===== src/pfs_pkg.sv =====
// Purpose: Shared constants for the pad function select and low-power pad state block.
// Assumes: 200 MHz clk; simple register port with one-cycle read latency.
// Notes:   One 32-bit register per pad; offsets are byte addresses.
package pfs_pkg;
    localparam int unsigned PFS_NPADS = 8;
    localparam int unsigned PFS_AW    = 8;
    localparam int unsigned PFS_FW    = 4;

    // Pad indices.
    localparam int unsigned PFS_PAD_GPIO_A  = 0;
    localparam int unsigned PFS_PAD_GPIO_B  = 1;
    localparam int unsigned PFS_PAD_TDI     = 2;
    localparam int unsigned PFS_PAD_TDO     = 3;
    localparam int unsigned PFS_PAD_TCK     = 4;
    localparam int unsigned PFS_PAD_TMS     = 5;
    localparam int unsigned PFS_PAD_OSC     = 6;
    localparam int unsigned PFS_PAD_SLOWNEG = 7;

    // Register map: pad n config at PFS_PAD_BASE + 4*n, then control and status.
    localparam logic [7:0] PFS_PAD_BASE  = 8'h00;
    localparam logic [7:0] PFS_CTRL_OFF  = 8'h20;
    localparam logic [7:0] PFS_STAT_OFF  = 8'h24;

    // Pad config field positions.
    localparam int unsigned PFS_F_FUNC_LSB = 0;
    localparam int unsigned PFS_F_LP_LSB   = 4;
    // Function codes.
    localparam logic [3:0] PFS_FN_GPIO  = 4'h0;
    localparam logic [3:0] PFS_FN_DEBUG = 4'h1;
    localparam logic [3:0] PFS_FN_AUDIO = 4'h4;
    localparam logic [3:0] PFS_FN_PERIPH_MAX = 4'h2;
    // Low-power pad state codes.
    localparam logic [1:0] PFS_LP_HIZ   = 2'h0;
    localparam logic [1:0] PFS_LP_PULL  = 2'h1;
    localparam logic [1:0] PFS_LP_DRV0  = 2'h2;
    localparam logic [1:0] PFS_LP_DRV1  = 2'h3;

    // Reset values.
    localparam logic [31:0] PFS_RST_PAD = 32'h0000_0000;
    localparam logic [31:0] PFS_RST_DBG = 32'h0000_0001;
    localparam logic [31:0] PFS_RST_CTRL = 32'h0000_0000;

    // Slow clock pad sensing settle time after reset.
    localparam int unsigned PFS_SENSE_NS     = 100;
    localparam int unsigned PFS_CLK_NS       = 5;
    localparam int unsigned PFS_SENSE_CYCLES = (PFS_SENSE_NS + PFS_CLK_NS - 1) / PFS_CLK_NS;

    typedef enum logic [2:0] {
        PFS_ST_ACTIVE = 3'b001,
        PFS_ST_DEEP   = 3'b010,
        PFS_ST_HIB    = 3'b100
    } pfs_mode_t;
endpackage


===== src/pfs_pad_mux.sv =====
// Purpose: Pad function select and low-power pad state control.
// Assumes: Register port with one-cycle read latency; mode inputs from power control.
// Notes:   Pad 6 is oscillator enable / boot sense, pad 7 is the slow crystal negative pad.
//
// The address map and the plain strobed port are this design's own decisions.
`timescale 1ns/1ps
// Operation
// - Pads come up on default function; code zero selects GPIO.
// - Deep sleep puts pads Hi-Z unless software programs pull or drive.
// - Hibernate puts pads other than oscillator enable Hi-Z unless software programs pull or drive.
// - Oscillator enable pad is an output driven high from power-up.
// - In hibernate oscillator enable pad goes Hi-Z with pull-down.
// - Pull-up sensed on slow crystal negative pad frees it for digital use.
// - Audio data on slow crystal negative pad is output only.
// - Debug pads default to JTAG/SWD functions after reset.
module pfs_pad_mux
    import pfs_pkg::*;
(
    input  wire logic                  clk,
    input  wire logic                  rst_n,
    input  wire logic [PFS_AW-1:0]     addr,
    input  wire logic [31:0]           wdata,
    input  wire logic                  wr,
    input  wire logic                  rd,
    output logic      [31:0]           rdata,
    input  wire logic                  deep_sleep_state,
    input  wire logic                  hibernate_state,
    input  wire logic [PFS_NPADS-1:0]  gpio_out,
    input  wire logic [PFS_NPADS-1:0]  gpio_oe,
    output logic      [PFS_NPADS-1:0]  gpio_in,
    input  wire logic [PFS_NPADS-1:0]  periph_out,
    input  wire logic [PFS_NPADS-1:0]  periph_oe,
    output logic      [PFS_NPADS-1:0]  periph_in,
    input  wire logic                  debug_tdo,
    output logic                       debug_tdi,
    output logic                       debug_tck,
    output logic                       debug_tms,
    input  wire logic                  audio_serial_data0,
    input  wire logic [PFS_NPADS-1:0]  pad_i,
    output logic      [PFS_NPADS-1:0]  pad_o,
    output logic      [PFS_NPADS-1:0]  pad_oe,
    output logic      [PFS_NPADS-1:0]  pad_pull,
    output logic                       pad_pull_dn,
    output logic                       ext_oscillator_enable,
    output logic                       boot_mode_sense_2,
    output logic                       slow_ext_clock
);
    logic [PFS_FW-1:0] func     [PFS_NPADS];
    logic [1:0]        lp_cfg   [PFS_NPADS];
    logic [PFS_FW-1:0] next_func   [PFS_NPADS];
    logic [1:0]        next_lp_cfg [PFS_NPADS];
    logic              osc_en;
    logic              next_osc_en;
    logic [31:0]       next_rdata;
    logic [PFS_NPADS-1:0] pad_sync;
    logic [PFS_NPADS-1:0] act_o;
    logic [PFS_NPADS-1:0] act_oe;
    logic [PFS_NPADS-1:0] act_pull;
    logic [PFS_NPADS-1:0] cell_o;
    logic [PFS_NPADS-1:0] cell_oe;
    logic [PFS_NPADS-1:0] cell_pull;
    pfs_mode_t         mode;
    pfs_mode_t         next_mode;
    logic [7:0]        sense_cnt;
    logic [7:0]        next_sense_cnt;
    logic              sense_done;
    logic              next_sense_done;
    logic              slow_ext;
    logic              next_slow_ext;
    logic              boot_sense;
    logic              next_boot_sense;

    // Power mode tracking; hibernate takes priority over deep sleep.
    always_comb begin
        if (hibernate_state) begin
            next_mode = PFS_ST_HIB;
        end else if (deep_sleep_state) begin
            next_mode = PFS_ST_DEEP;
        end else begin
            next_mode = PFS_ST_ACTIVE;
        end
    end

    always_ff @(posedge clk or negedge rst_n) begin
        if (!rst_n) begin
            mode <= PFS_ST_ACTIVE;
        end else begin
            mode <= next_mode;
        end
    end

    // Register writes; a write takes effect on the next edge.
    always_comb begin
        for (int i = 0; i < PFS_NPADS; i++) begin
            next_func[i]   = func[i];
            next_lp_cfg[i] = lp_cfg[i];
            if (wr && addr == PFS_AW'(PFS_PAD_BASE + 8'(4 * i))) begin
                next_func[i]   = wdata[PFS_F_FUNC_LSB +: PFS_FW];
                next_lp_cfg[i] = wdata[PFS_F_LP_LSB +: 2];
            end
        end
        next_osc_en = osc_en;
        if (wr && addr == PFS_CTRL_OFF) begin
            next_osc_en = wdata[0];
        end
    end

    // Debug pads reset to the debug function, the rest to GPIO.
    always_ff @(posedge clk or negedge rst_n) begin
        if (!rst_n) begin
            for (int i = 0; i < PFS_NPADS; i++) begin
                if (i >= PFS_PAD_TDI && i <= PFS_PAD_TMS) begin
                    func[i] <= PFS_RST_DBG[PFS_FW-1:0];
                end else begin
                    func[i] <= PFS_RST_PAD[PFS_FW-1:0];
                end
                lp_cfg[i] <= PFS_LP_HIZ;
            end
            osc_en <= 1'b1;
        end else begin
            for (int i = 0; i < PFS_NPADS; i++) begin
                func[i]   <= next_func[i];
                lp_cfg[i] <= next_lp_cfg[i];
            end
            osc_en <= next_osc_en;
        end
    end

    // Read path: data stand in the cycle after the strobe only.
    always_comb begin
        next_rdata = 32'h0000_0000;
        if (rd) begin
            for (int i = 0; i < PFS_NPADS; i++) begin
                if (addr == PFS_AW'(PFS_PAD_BASE + 8'(4 * i))) begin
                    next_rdata = {26'h000_0000, lp_cfg[i], func[i]};
                end
            end
            if (addr == PFS_CTRL_OFF) begin
                next_rdata = {31'h0000_0000, osc_en};
            end
            if (addr == PFS_STAT_OFF) begin
                next_rdata = {27'h000_0000, mode, boot_sense, slow_ext};
            end
        end
    end

    always_ff @(posedge clk or negedge rst_n) begin
        if (!rst_n) begin
            rdata <= 32'h0000_0000;
        end else begin
            rdata <= next_rdata;
        end
    end

    // Boot and slow clock sensing: sample strapped levels once after reset settles.
    always_comb begin
        next_sense_cnt  = sense_cnt;
        next_sense_done = sense_done;
        next_slow_ext   = slow_ext;
        next_boot_sense = boot_sense;
        if (!sense_done) begin
            if (sense_cnt == 8'(PFS_SENSE_CYCLES - 1)) begin
                next_sense_done = 1'b1;
                next_slow_ext   = pad_sync[PFS_PAD_SLOWNEG];
                next_boot_sense = pad_sync[PFS_PAD_OSC];
            end else begin
                next_sense_cnt = sense_cnt + 8'h01;
            end
        end
    end

    always_ff @(posedge clk or negedge rst_n) begin
        if (!rst_n) begin
            sense_cnt  <= 8'h00;
            sense_done <= 1'b0;
            slow_ext   <= 1'b0;
            boot_sense <= 1'b0;
        end else begin
            sense_cnt  <= next_sense_cnt;
            sense_done <= next_sense_done;
            slow_ext   <= next_slow_ext;
            boot_sense <= next_boot_sense;
        end
    end

    // Active routing per pad.
    genvar g;
    generate
        for (g = 0; g < PFS_NPADS; g++) begin : gen_pad
            pfs_sync3 u_sync (
                .clk   (clk),
                .rst_n (rst_n),
                .din   (pad_i[g]),
                .dout  (pad_sync[g])
            );

            always_comb begin
                act_pull[g] = 1'b0;
                if (g == PFS_PAD_OSC) begin
                    // Oscillator enable pad is output only.
                    act_o[g]  = osc_en;
                    act_oe[g] = 1'b1;
                end else if (g == PFS_PAD_SLOWNEG && !slow_ext) begin
                    // Pad still owned by the crystal.
                    act_o[g]  = 1'b0;
                    act_oe[g] = 1'b0;
                end else if (func[g] == PFS_FN_GPIO) begin
                    act_o[g]  = gpio_out[g];
                    act_oe[g] = gpio_oe[g];
                end else if (func[g] == PFS_FN_DEBUG && g == PFS_PAD_TDO) begin
                    act_o[g]  = debug_tdo;
                    act_oe[g] = 1'b1;
                end else if (func[g] == PFS_FN_AUDIO && g == PFS_PAD_SLOWNEG) begin
                    act_o[g]  = audio_serial_data0;
                    act_oe[g] = 1'b1;
                end else if (func[g] == PFS_FN_PERIPH_MAX) begin
                    act_o[g]  = periph_out[g];
                    act_oe[g] = periph_oe[g];
                end else begin
                    act_o[g]  = 1'b0;
                    act_oe[g] = 1'b0;
                end
            end

            pfs_pad_cell u_cell (
                .low_power (mode != PFS_ST_ACTIVE),
                .lp_state  (lp_cfg[g]),
                .act_o     (act_o[g]),
                .act_oe    (act_oe[g]),
                .act_pull  (act_pull[g]),
                .pad_o     (cell_o[g]),
                .pad_oe    (cell_oe[g]),
                .pad_pull  (cell_pull[g])
            );

            assign gpio_in[g]   = (func[g] == PFS_FN_GPIO) ? pad_sync[g] : 1'b0;
            // Audio data on the slow crystal pad never feeds back as a receive input.
            assign periph_in[g] = (func[g] == PFS_FN_PERIPH_MAX) ? pad_sync[g] : 1'b0;
        end
    endgenerate

    // Oscillator pad overrides the cell in hibernate: released with pull-down.
    always_comb begin
        pad_o    = cell_o;
        pad_oe   = cell_oe;
        pad_pull = cell_pull;
        if (mode == PFS_ST_HIB) begin
            pad_o[PFS_PAD_OSC]    = 1'b0;
            pad_oe[PFS_PAD_OSC]   = 1'b0;
            pad_pull[PFS_PAD_OSC] = 1'b0;
        end
    end

    assign pad_pull_dn           = (mode == PFS_ST_HIB);
    assign ext_oscillator_enable = pad_oe[PFS_PAD_OSC] & pad_o[PFS_PAD_OSC];
    assign boot_mode_sense_2     = boot_sense;
    assign slow_ext_clock        = slow_ext;
    assign debug_tdi = (func[PFS_PAD_TDI] == PFS_FN_DEBUG) ? pad_sync[PFS_PAD_TDI] : 1'b0;
    assign debug_tck = (func[PFS_PAD_TCK] == PFS_FN_DEBUG) ? pad_sync[PFS_PAD_TCK] : 1'b0;
    assign debug_tms = (func[PFS_PAD_TMS] == PFS_FN_DEBUG) ? pad_sync[PFS_PAD_TMS] : 1'b0;

    osc_reset_high_a: assert property (@(posedge clk) disable iff (!rst_n)
        $rose(rst_n) |-> ext_oscillator_enable)
        else $error("oscillator enable not high after reset");
    osc_hib_hiz_a: assert property (@(posedge clk) disable iff (!rst_n)
        mode == PFS_ST_HIB |-> !pad_oe[PFS_PAD_OSC] && pad_pull_dn)
        else $error("oscillator pad driven in hibernate");
    osc_out_only_a: assert property (@(posedge clk) disable iff (!rst_n)
        mode == PFS_ST_ACTIVE |-> pad_oe[PFS_PAD_OSC])
        else $error("oscillator pad not output when active");
    deep_hiz_a: assert property (@(posedge clk) disable iff (!rst_n)
        mode == PFS_ST_DEEP && lp_cfg[0] == PFS_LP_HIZ |-> !pad_oe[0] && !pad_pull[0])
        else $error("deep sleep pad not high impedance");
    hib_drive_a: assert property (@(posedge clk) disable iff (!rst_n)
        mode == PFS_ST_HIB && lp_cfg[0] == PFS_LP_DRV1 |-> pad_oe[0] && pad_o[0])
        else $error("hibernate drive level not applied");
    func_apply_a: assert property (@(posedge clk) disable iff (!rst_n)
        wr && addr == PFS_PAD_BASE |=> func[0] == $past(wdata[3:0]))
        else $error("function write not applied");
    unassigned_off_a: assert property (@(posedge clk) disable iff (!rst_n)
        mode == PFS_ST_ACTIVE && func[1] == 4'hF |-> !pad_oe[1] && !periph_in[1])
        else $error("unassigned code still connected");
    slow_neg_held_a: assert property (@(posedge clk) disable iff (!rst_n)
        mode == PFS_ST_ACTIVE && !slow_ext |-> !pad_oe[PFS_PAD_SLOWNEG])
        else $error("slow crystal pad driven without sensing");
    audio_out_only_a: assert property (@(posedge clk) disable iff (!rst_n)
        func[PFS_PAD_SLOWNEG] == PFS_FN_AUDIO |-> !periph_in[PFS_PAD_SLOWNEG])
        else $error("audio data fed back from slow crystal pad");
    debug_default_a: assert property (@(posedge clk) disable iff (!rst_n)
        $rose(rst_n) |-> func[PFS_PAD_TCK] == PFS_FN_DEBUG)
        else $error("debug pad not on debug function after reset");
    gpio_route_a: assert property (@(posedge clk) disable iff (!rst_n)
        mode == PFS_ST_ACTIVE && func[0] == PFS_FN_GPIO |-> pad_oe[0] == gpio_oe[0])
        else $error("gpio not routed for code zero");
    tdo_drive_a: assert property (@(posedge clk) disable iff (!rst_n)
        mode == PFS_ST_ACTIVE && func[PFS_PAD_TDO] == PFS_FN_DEBUG
            |-> pad_oe[PFS_PAD_TDO] && pad_o[PFS_PAD_TDO] == debug_tdo)
        else $error("debug data out pad not driven");
    audio_no_gpio_a: assert property (@(posedge clk) disable iff (!rst_n)
        func[PFS_PAD_SLOWNEG] == PFS_FN_AUDIO |-> !gpio_in[PFS_PAD_SLOWNEG])
        else $error("audio pad seen as gpio input");
    deep_pull_a: assert property (@(posedge clk) disable iff (!rst_n)
        mode == PFS_ST_DEEP && lp_cfg[1] == PFS_LP_PULL |-> pad_pull[1] && !pad_oe[1])
        else $error("deep sleep pull not applied");
endmodule


===== src/pfs_sync3.sv =====
// Purpose: Three-stage synchroniser with agreement filter for a pad input.
// Assumes: Input is asynchronous to clk.
// Notes:   Output changes once stages two and three agree.
`timescale 1ns/1ps
module pfs_sync3 (
    input  wire logic clk,
    input  wire logic rst_n,
    input  wire logic din,
    output logic      dout
);
    logic s1;
    logic s2;
    logic s3;
    logic next_dout;

    always_comb begin
        next_dout = (s2 == s3) ? s3 : dout;
    end

    always_ff @(posedge clk or negedge rst_n) begin
        if (!rst_n) begin
            s1   <= 1'b0;
            s2   <= 1'b0;
            s3   <= 1'b0;
            dout <= 1'b0;
        end else begin
            s1   <= din;
            s2   <= s1;
            s3   <= s2;
            dout <= next_dout;
        end
    end
endmodule


===== src/pfs_pad_cell.sv =====
// Purpose: One pad's output stage: active routing or low-power retained state.
// Assumes: Function already resolved to output, enable and pull.
// Notes:   Low-power state overrides the active selection completely.
`timescale 1ns/1ps
module pfs_pad_cell
    import pfs_pkg::*;
(
    input  wire logic       low_power,
    input  wire logic [1:0] lp_state,
    input  wire logic       act_o,
    input  wire logic       act_oe,
    input  wire logic       act_pull,
    output logic            pad_o,
    output logic            pad_oe,
    output logic            pad_pull
);
    always_comb begin
        if (low_power) begin
            pad_o    = (lp_state == PFS_LP_DRV1);
            pad_oe   = lp_state[1];
            pad_pull = (lp_state == PFS_LP_PULL);
        end else begin
            pad_o    = act_o;
            pad_oe   = act_oe;
            pad_pull = act_pull;
        end
    end
endmodule


===== config.mk =====
export PLATFORM = sky130hd
export DESIGN_NAME = pfs_pad_mux
export DESIGN_NICKNAME = d
export VERILOG_FILES = /design/src/pfs_pkg.sv /design/src/pfs_pad_mux.sv /design/src/pfs_sync3.sv /design/src/pfs_pad_cell.sv
export SDC_FILE = /design/constraint.sdc
export NUM_CORES = 1
export LEC_CHECK = 0
export ABC_AREA = 0
export BUFFER_PORTS_ARGS = -buffer_cell sky130_fd_sc_hd__buf_4
export CAP_MARGIN = 20
export CORE_ASPECT_RATIO = 0.7
export CORE_MARGIN = 5
export CORE_UTILIZATION = 52
export CTS_CLUSTER_SIZE = 40
export DETAILED_ROUTE_END_ITERATION = 6
export GPL_TIMING_DRIVEN = 1
export HOLD_SLACK_MARGIN = 0.12
export MAX_ROUTING_LAYER = met4
export PLACE_DENSITY = 0.83
export SLEW_MARGIN = 40
export SYNTH_ARGS = -nofsm -noshare
export SYNTH_HDL_FRONTEND = slang
export SYNTH_SLANG_ARGS = --single-unit

===== constraint.sdc =====
create_clock -name clk -period 2.5 [get_ports clk]
set_clock_uncertainty 0.2 [all_clocks]
set_input_delay 0.25 -clock clk [delete_from_list [all_inputs] [get_ports clk]]
set_output_delay 0.25 -clock clk [all_outputs]
set_load 0.05 [all_outputs]

==> results_dict.tcl <==
set metrics [dict create \
    status "complete, no violations" \
    synthArstFlopShare_pct 100 \
    final.setup.tns_ps 0 \
    maxSlewHeadroom_pct 59.6 \
    gp_congestion 0.943 \
    dp_hpwl_um 10000 \
    nets 679 \
    reg2reg_slack_ps 480 \
    yosys.area_share.adder_pct 1.75 \
    hold_class "flip-flop to flip-flop" \
    hold_ws_ps 150 \
    die_h_um 94.3 \
    drt_iter0_markers 294 \
    drv_slew 0 \
    synth_xor_xnor_area_share_pct 1.16 \
    dieArea_um2 12300 \
    portBuffers 110 \
    n_antenna_cell 0 \
    min_period_over_period_pct 93.1 \
    total_power_mw 3.83 \
    std_cell_rows 30 \
    fin_crit_ps 2330 \
    clock_latency_ps 350 \
    seq_area_frac_synth_pct 48.0 \
    vias 4118 \
    cts_buffers 9 \
    p_leak_nw 3.03 \
    path_max_fanout 15 \
    syn_inst 477 \
    drcViolationCount 0 \
    ys_ff_latch 101 \
    setup_viol 0 \
    coreArea_um2 9800 \
    synth_top_family_by_area "simple AND/OR/NAND/NOR gates" \
    grt_overflow_total 0 \
    clock-sinks 101 \
    drive_gt1_share_pct 35.6 \
    placed_cell_area_um2 6040 \
    tightest_slew_ps 607 \
    syn_avg_cell_area_um2 11.1 \
    dominantRegCellSynth "dfrtp_1" \
    area_delta_synth_final_pct 23.4 \
    synth_edf_count 0 \
    cts_buffer_depth 2 \
    antenna_found_initial 0 \
    stdcell_count 723 \
    viasPerCell 5.70 \
    seq_area_um2 2530 \
    yosys.area_share.simple_pct 17.9 \
    routed_wl_um 13900 \
    netlist_area_um2 5280 \
    ant_nets 0 \
    grt_max_degree 57 \
    cts_root_buf "clkbuf_16" \
    die_x_um 130 \
    synth_cell_types 61 \
    cp.required_ps 2050 \
    cts_max_level 3 \
    grt_pass1_vias 4181 \
    start_util_pct 53.9 \
    wire_per_inst_um 19.2 \
    fin_area_um2 6520 \
    post-place-ws_ps 410 \
    io_pins 167 \
    crit_arrival_ps 1880 \
    multi_input_area_um2 2440 \
    max_freq_mhz 430 \
    endpoint_kind "primary output" \
    crit_path_start_kind "flip-flop" \
    fin_util_pct 66.5 \
    grt_setup_unrepaired "no" \
    clk_pin_slew_ps 70 \
    grt_pass1_wl_um 22100 \
    power.density_nw_per_um2 588 \
    fin_ws_ps 172 \
    muxShareOfSynthArea_pct 15.7 \
    cap_viol_max_count 0 \
    nFillCells 791 \
    placedCellCount 688 \
    worstSetupPathType "flip-flop to primary output" \
    cts_tree "built" \
    ir_drop_v 0.000423 \
    synth_compound_area_share_pct 7.51 \
    hold_viol_final 0 \
    dr.pass1.iters 5 \
    yosysWarningCount 0 \
    grt.total_usage_pct 24.0 \
]
state kept, by name (all words and copies together), names as in the netlist:
register,count
func,32
lp_cfg,16
sense_done,1
gen_pad.u_sync.s1,8
gen_pad.u_sync.s3,8
osc_en,1
gen_pad.u_sync.s2,8
boot_mode_sense_2,1
rdata,6
mode,3
slow_ext_clock,1
gen_pad.u_sync.dout,8
sense_cnt,8
cell usage in the layout, fill, tap and decap left out, types with 3 or more instances in the layout:
cell,instances
buf_4,117
dfrtp_1,95
mux2_2,54
nand2_1,35
nor2_1,31
conb_1,26
mux2i_1,22
o21ai_0,20
dlygate4sd3_1,19
nor3_1,17
a21oi_1,13
and3_1,9
clkbuf_16,9
nor3b_1,8
nand3_1,8
maj3_1,8
nand2b_1,6
dfstp_2,6
and4b_1,5
xnor2_1,5
o21ai_1,4
nor2b_1,4
and3b_1,4
a31oi_1,3
inv_1,3
a221oi_1,3
nand4_1,3
nand3_2,3
clkinvlp_4,3
cells by family (layout without fill, tap and decap cells):
group	Yosys count	count (layout)
other cells	1	26
simple gates	160	160
mux	76	76
fa+ha+maj	9	9
buf+inv	63	156
flops	101	101
xor+xnor	7	7
compound gates	60	60
layout make-up:
class | count | share of cell area, %
flip-flops and latches | 101 | 38.9
multi-input cells | 338 | 37.4
repair buffers | 137 | 16.7
clock buffers | 9 | 3.46
well taps | 128 | 2.46
clock inverters | 7 | 0.864
inverters | 3 | 0.173
timing repair:
| item | 4_1_cts | 5_1_grt |
|---|---|---|
| setup endpoints to repair | 0 | 2 |
| hold buffers | 19 | 0 |
| hold endpoints to repair | 111 | 0 |
| buffers inserted | 0 | 0 |
| gates resized for setup | 0 | 1 |
report_power, final:
group          internal, mW  switching (mW)
registers              1.71          0.0789
clock network         0.688           0.645
logic                 0.249           0.458
total                  2.65            1.18
critical path: stages (launching register included):
cell	delay, ps
dfstp_2	590
and2_1	140
buf_4	260
mux2i_1	280
nor3_1	70
buf_4	200
path summary, 6_finish.rpt:
kind	from	to	cells after the start
max in group asynchronous	rst_n	func[20]	3
max	mode[0]	ext_oscillator_enable	5
min in group asynchronous	rst_n	sense_cnt[3]	2
min	gen_pad[2].u_sync.s1	gen_pad[2].u_sync.s2	0
min reg2reg	gen_pad[2].u_sync.s1	gen_pad[2].u_sync.s2	0
max reg2reg	sense_cnt[0]	slow_ext_clock	5
cells in the mapped netlist (2+ instances only):
cell type | number | area share, %
nor2b_1 | 4 | 0.47
o21ai_0 | 20 | 1.9
o21ai_1 | 4 | 0.38
nand2b_1 | 6 | 0.71
and4b_1 | 5 | 0.95
xnor2_1 | 5 | 0.83
nand2_1 | 36 | 2.6
nand3_1 | 8 | 0.76
nand4_1 | 3 | 0.36
mux2_2 | 54 | 12
nor3_1 | 17 | 1.6
a221oi_1 | 3 | 0.50
nand3_2 | 3 | 0.57
nor4_1 | 2 | 0.24
nor2_1 | 31 | 2.2
and4_1 | 2 | 0.33
nand4b_1 | 2 | 0.33
inv_1 | 3 | 0.21
o31ai_1 | 2 | 0.28
buf_2 | 4 | 0.38
a21oi_1 | 13 | 1.2
xor2_1 | 2 | 0.33
buf_4 | 48 | 6.8
clkbuf_1 | 8 | 0.57
a31oi_1 | 3 | 0.36
dfstp_2 | 6 | 3.0
and3_1 | 9 | 1.1
maj3_1 | 8 | 1.5
mux2i_1 | 22 | 4.2
a32o_1 | 2 | 0.38
nor3b_1 | 9 | 1.3
and3b_1 | 4 | 0.66
dfrtp_1 | 95 | 45
or4b_1 | 2 | 0.38
nand3b_1 | 2 | 0.28
nor4b_1 | 4 | 0.66
o2bb2ai_1 | 2 | 0.33
metal layers:
metal  global-route usage, %  share of wire (%)  vias up
met5                       -                  0        -
met4                    5.14               0.84        0
met3                    5.71                8.5       16
met2                    35.6                 45      193
met1                    34.0                 45     2031
li1                        -                  -     1878
(Power assumes the default switching activity.)
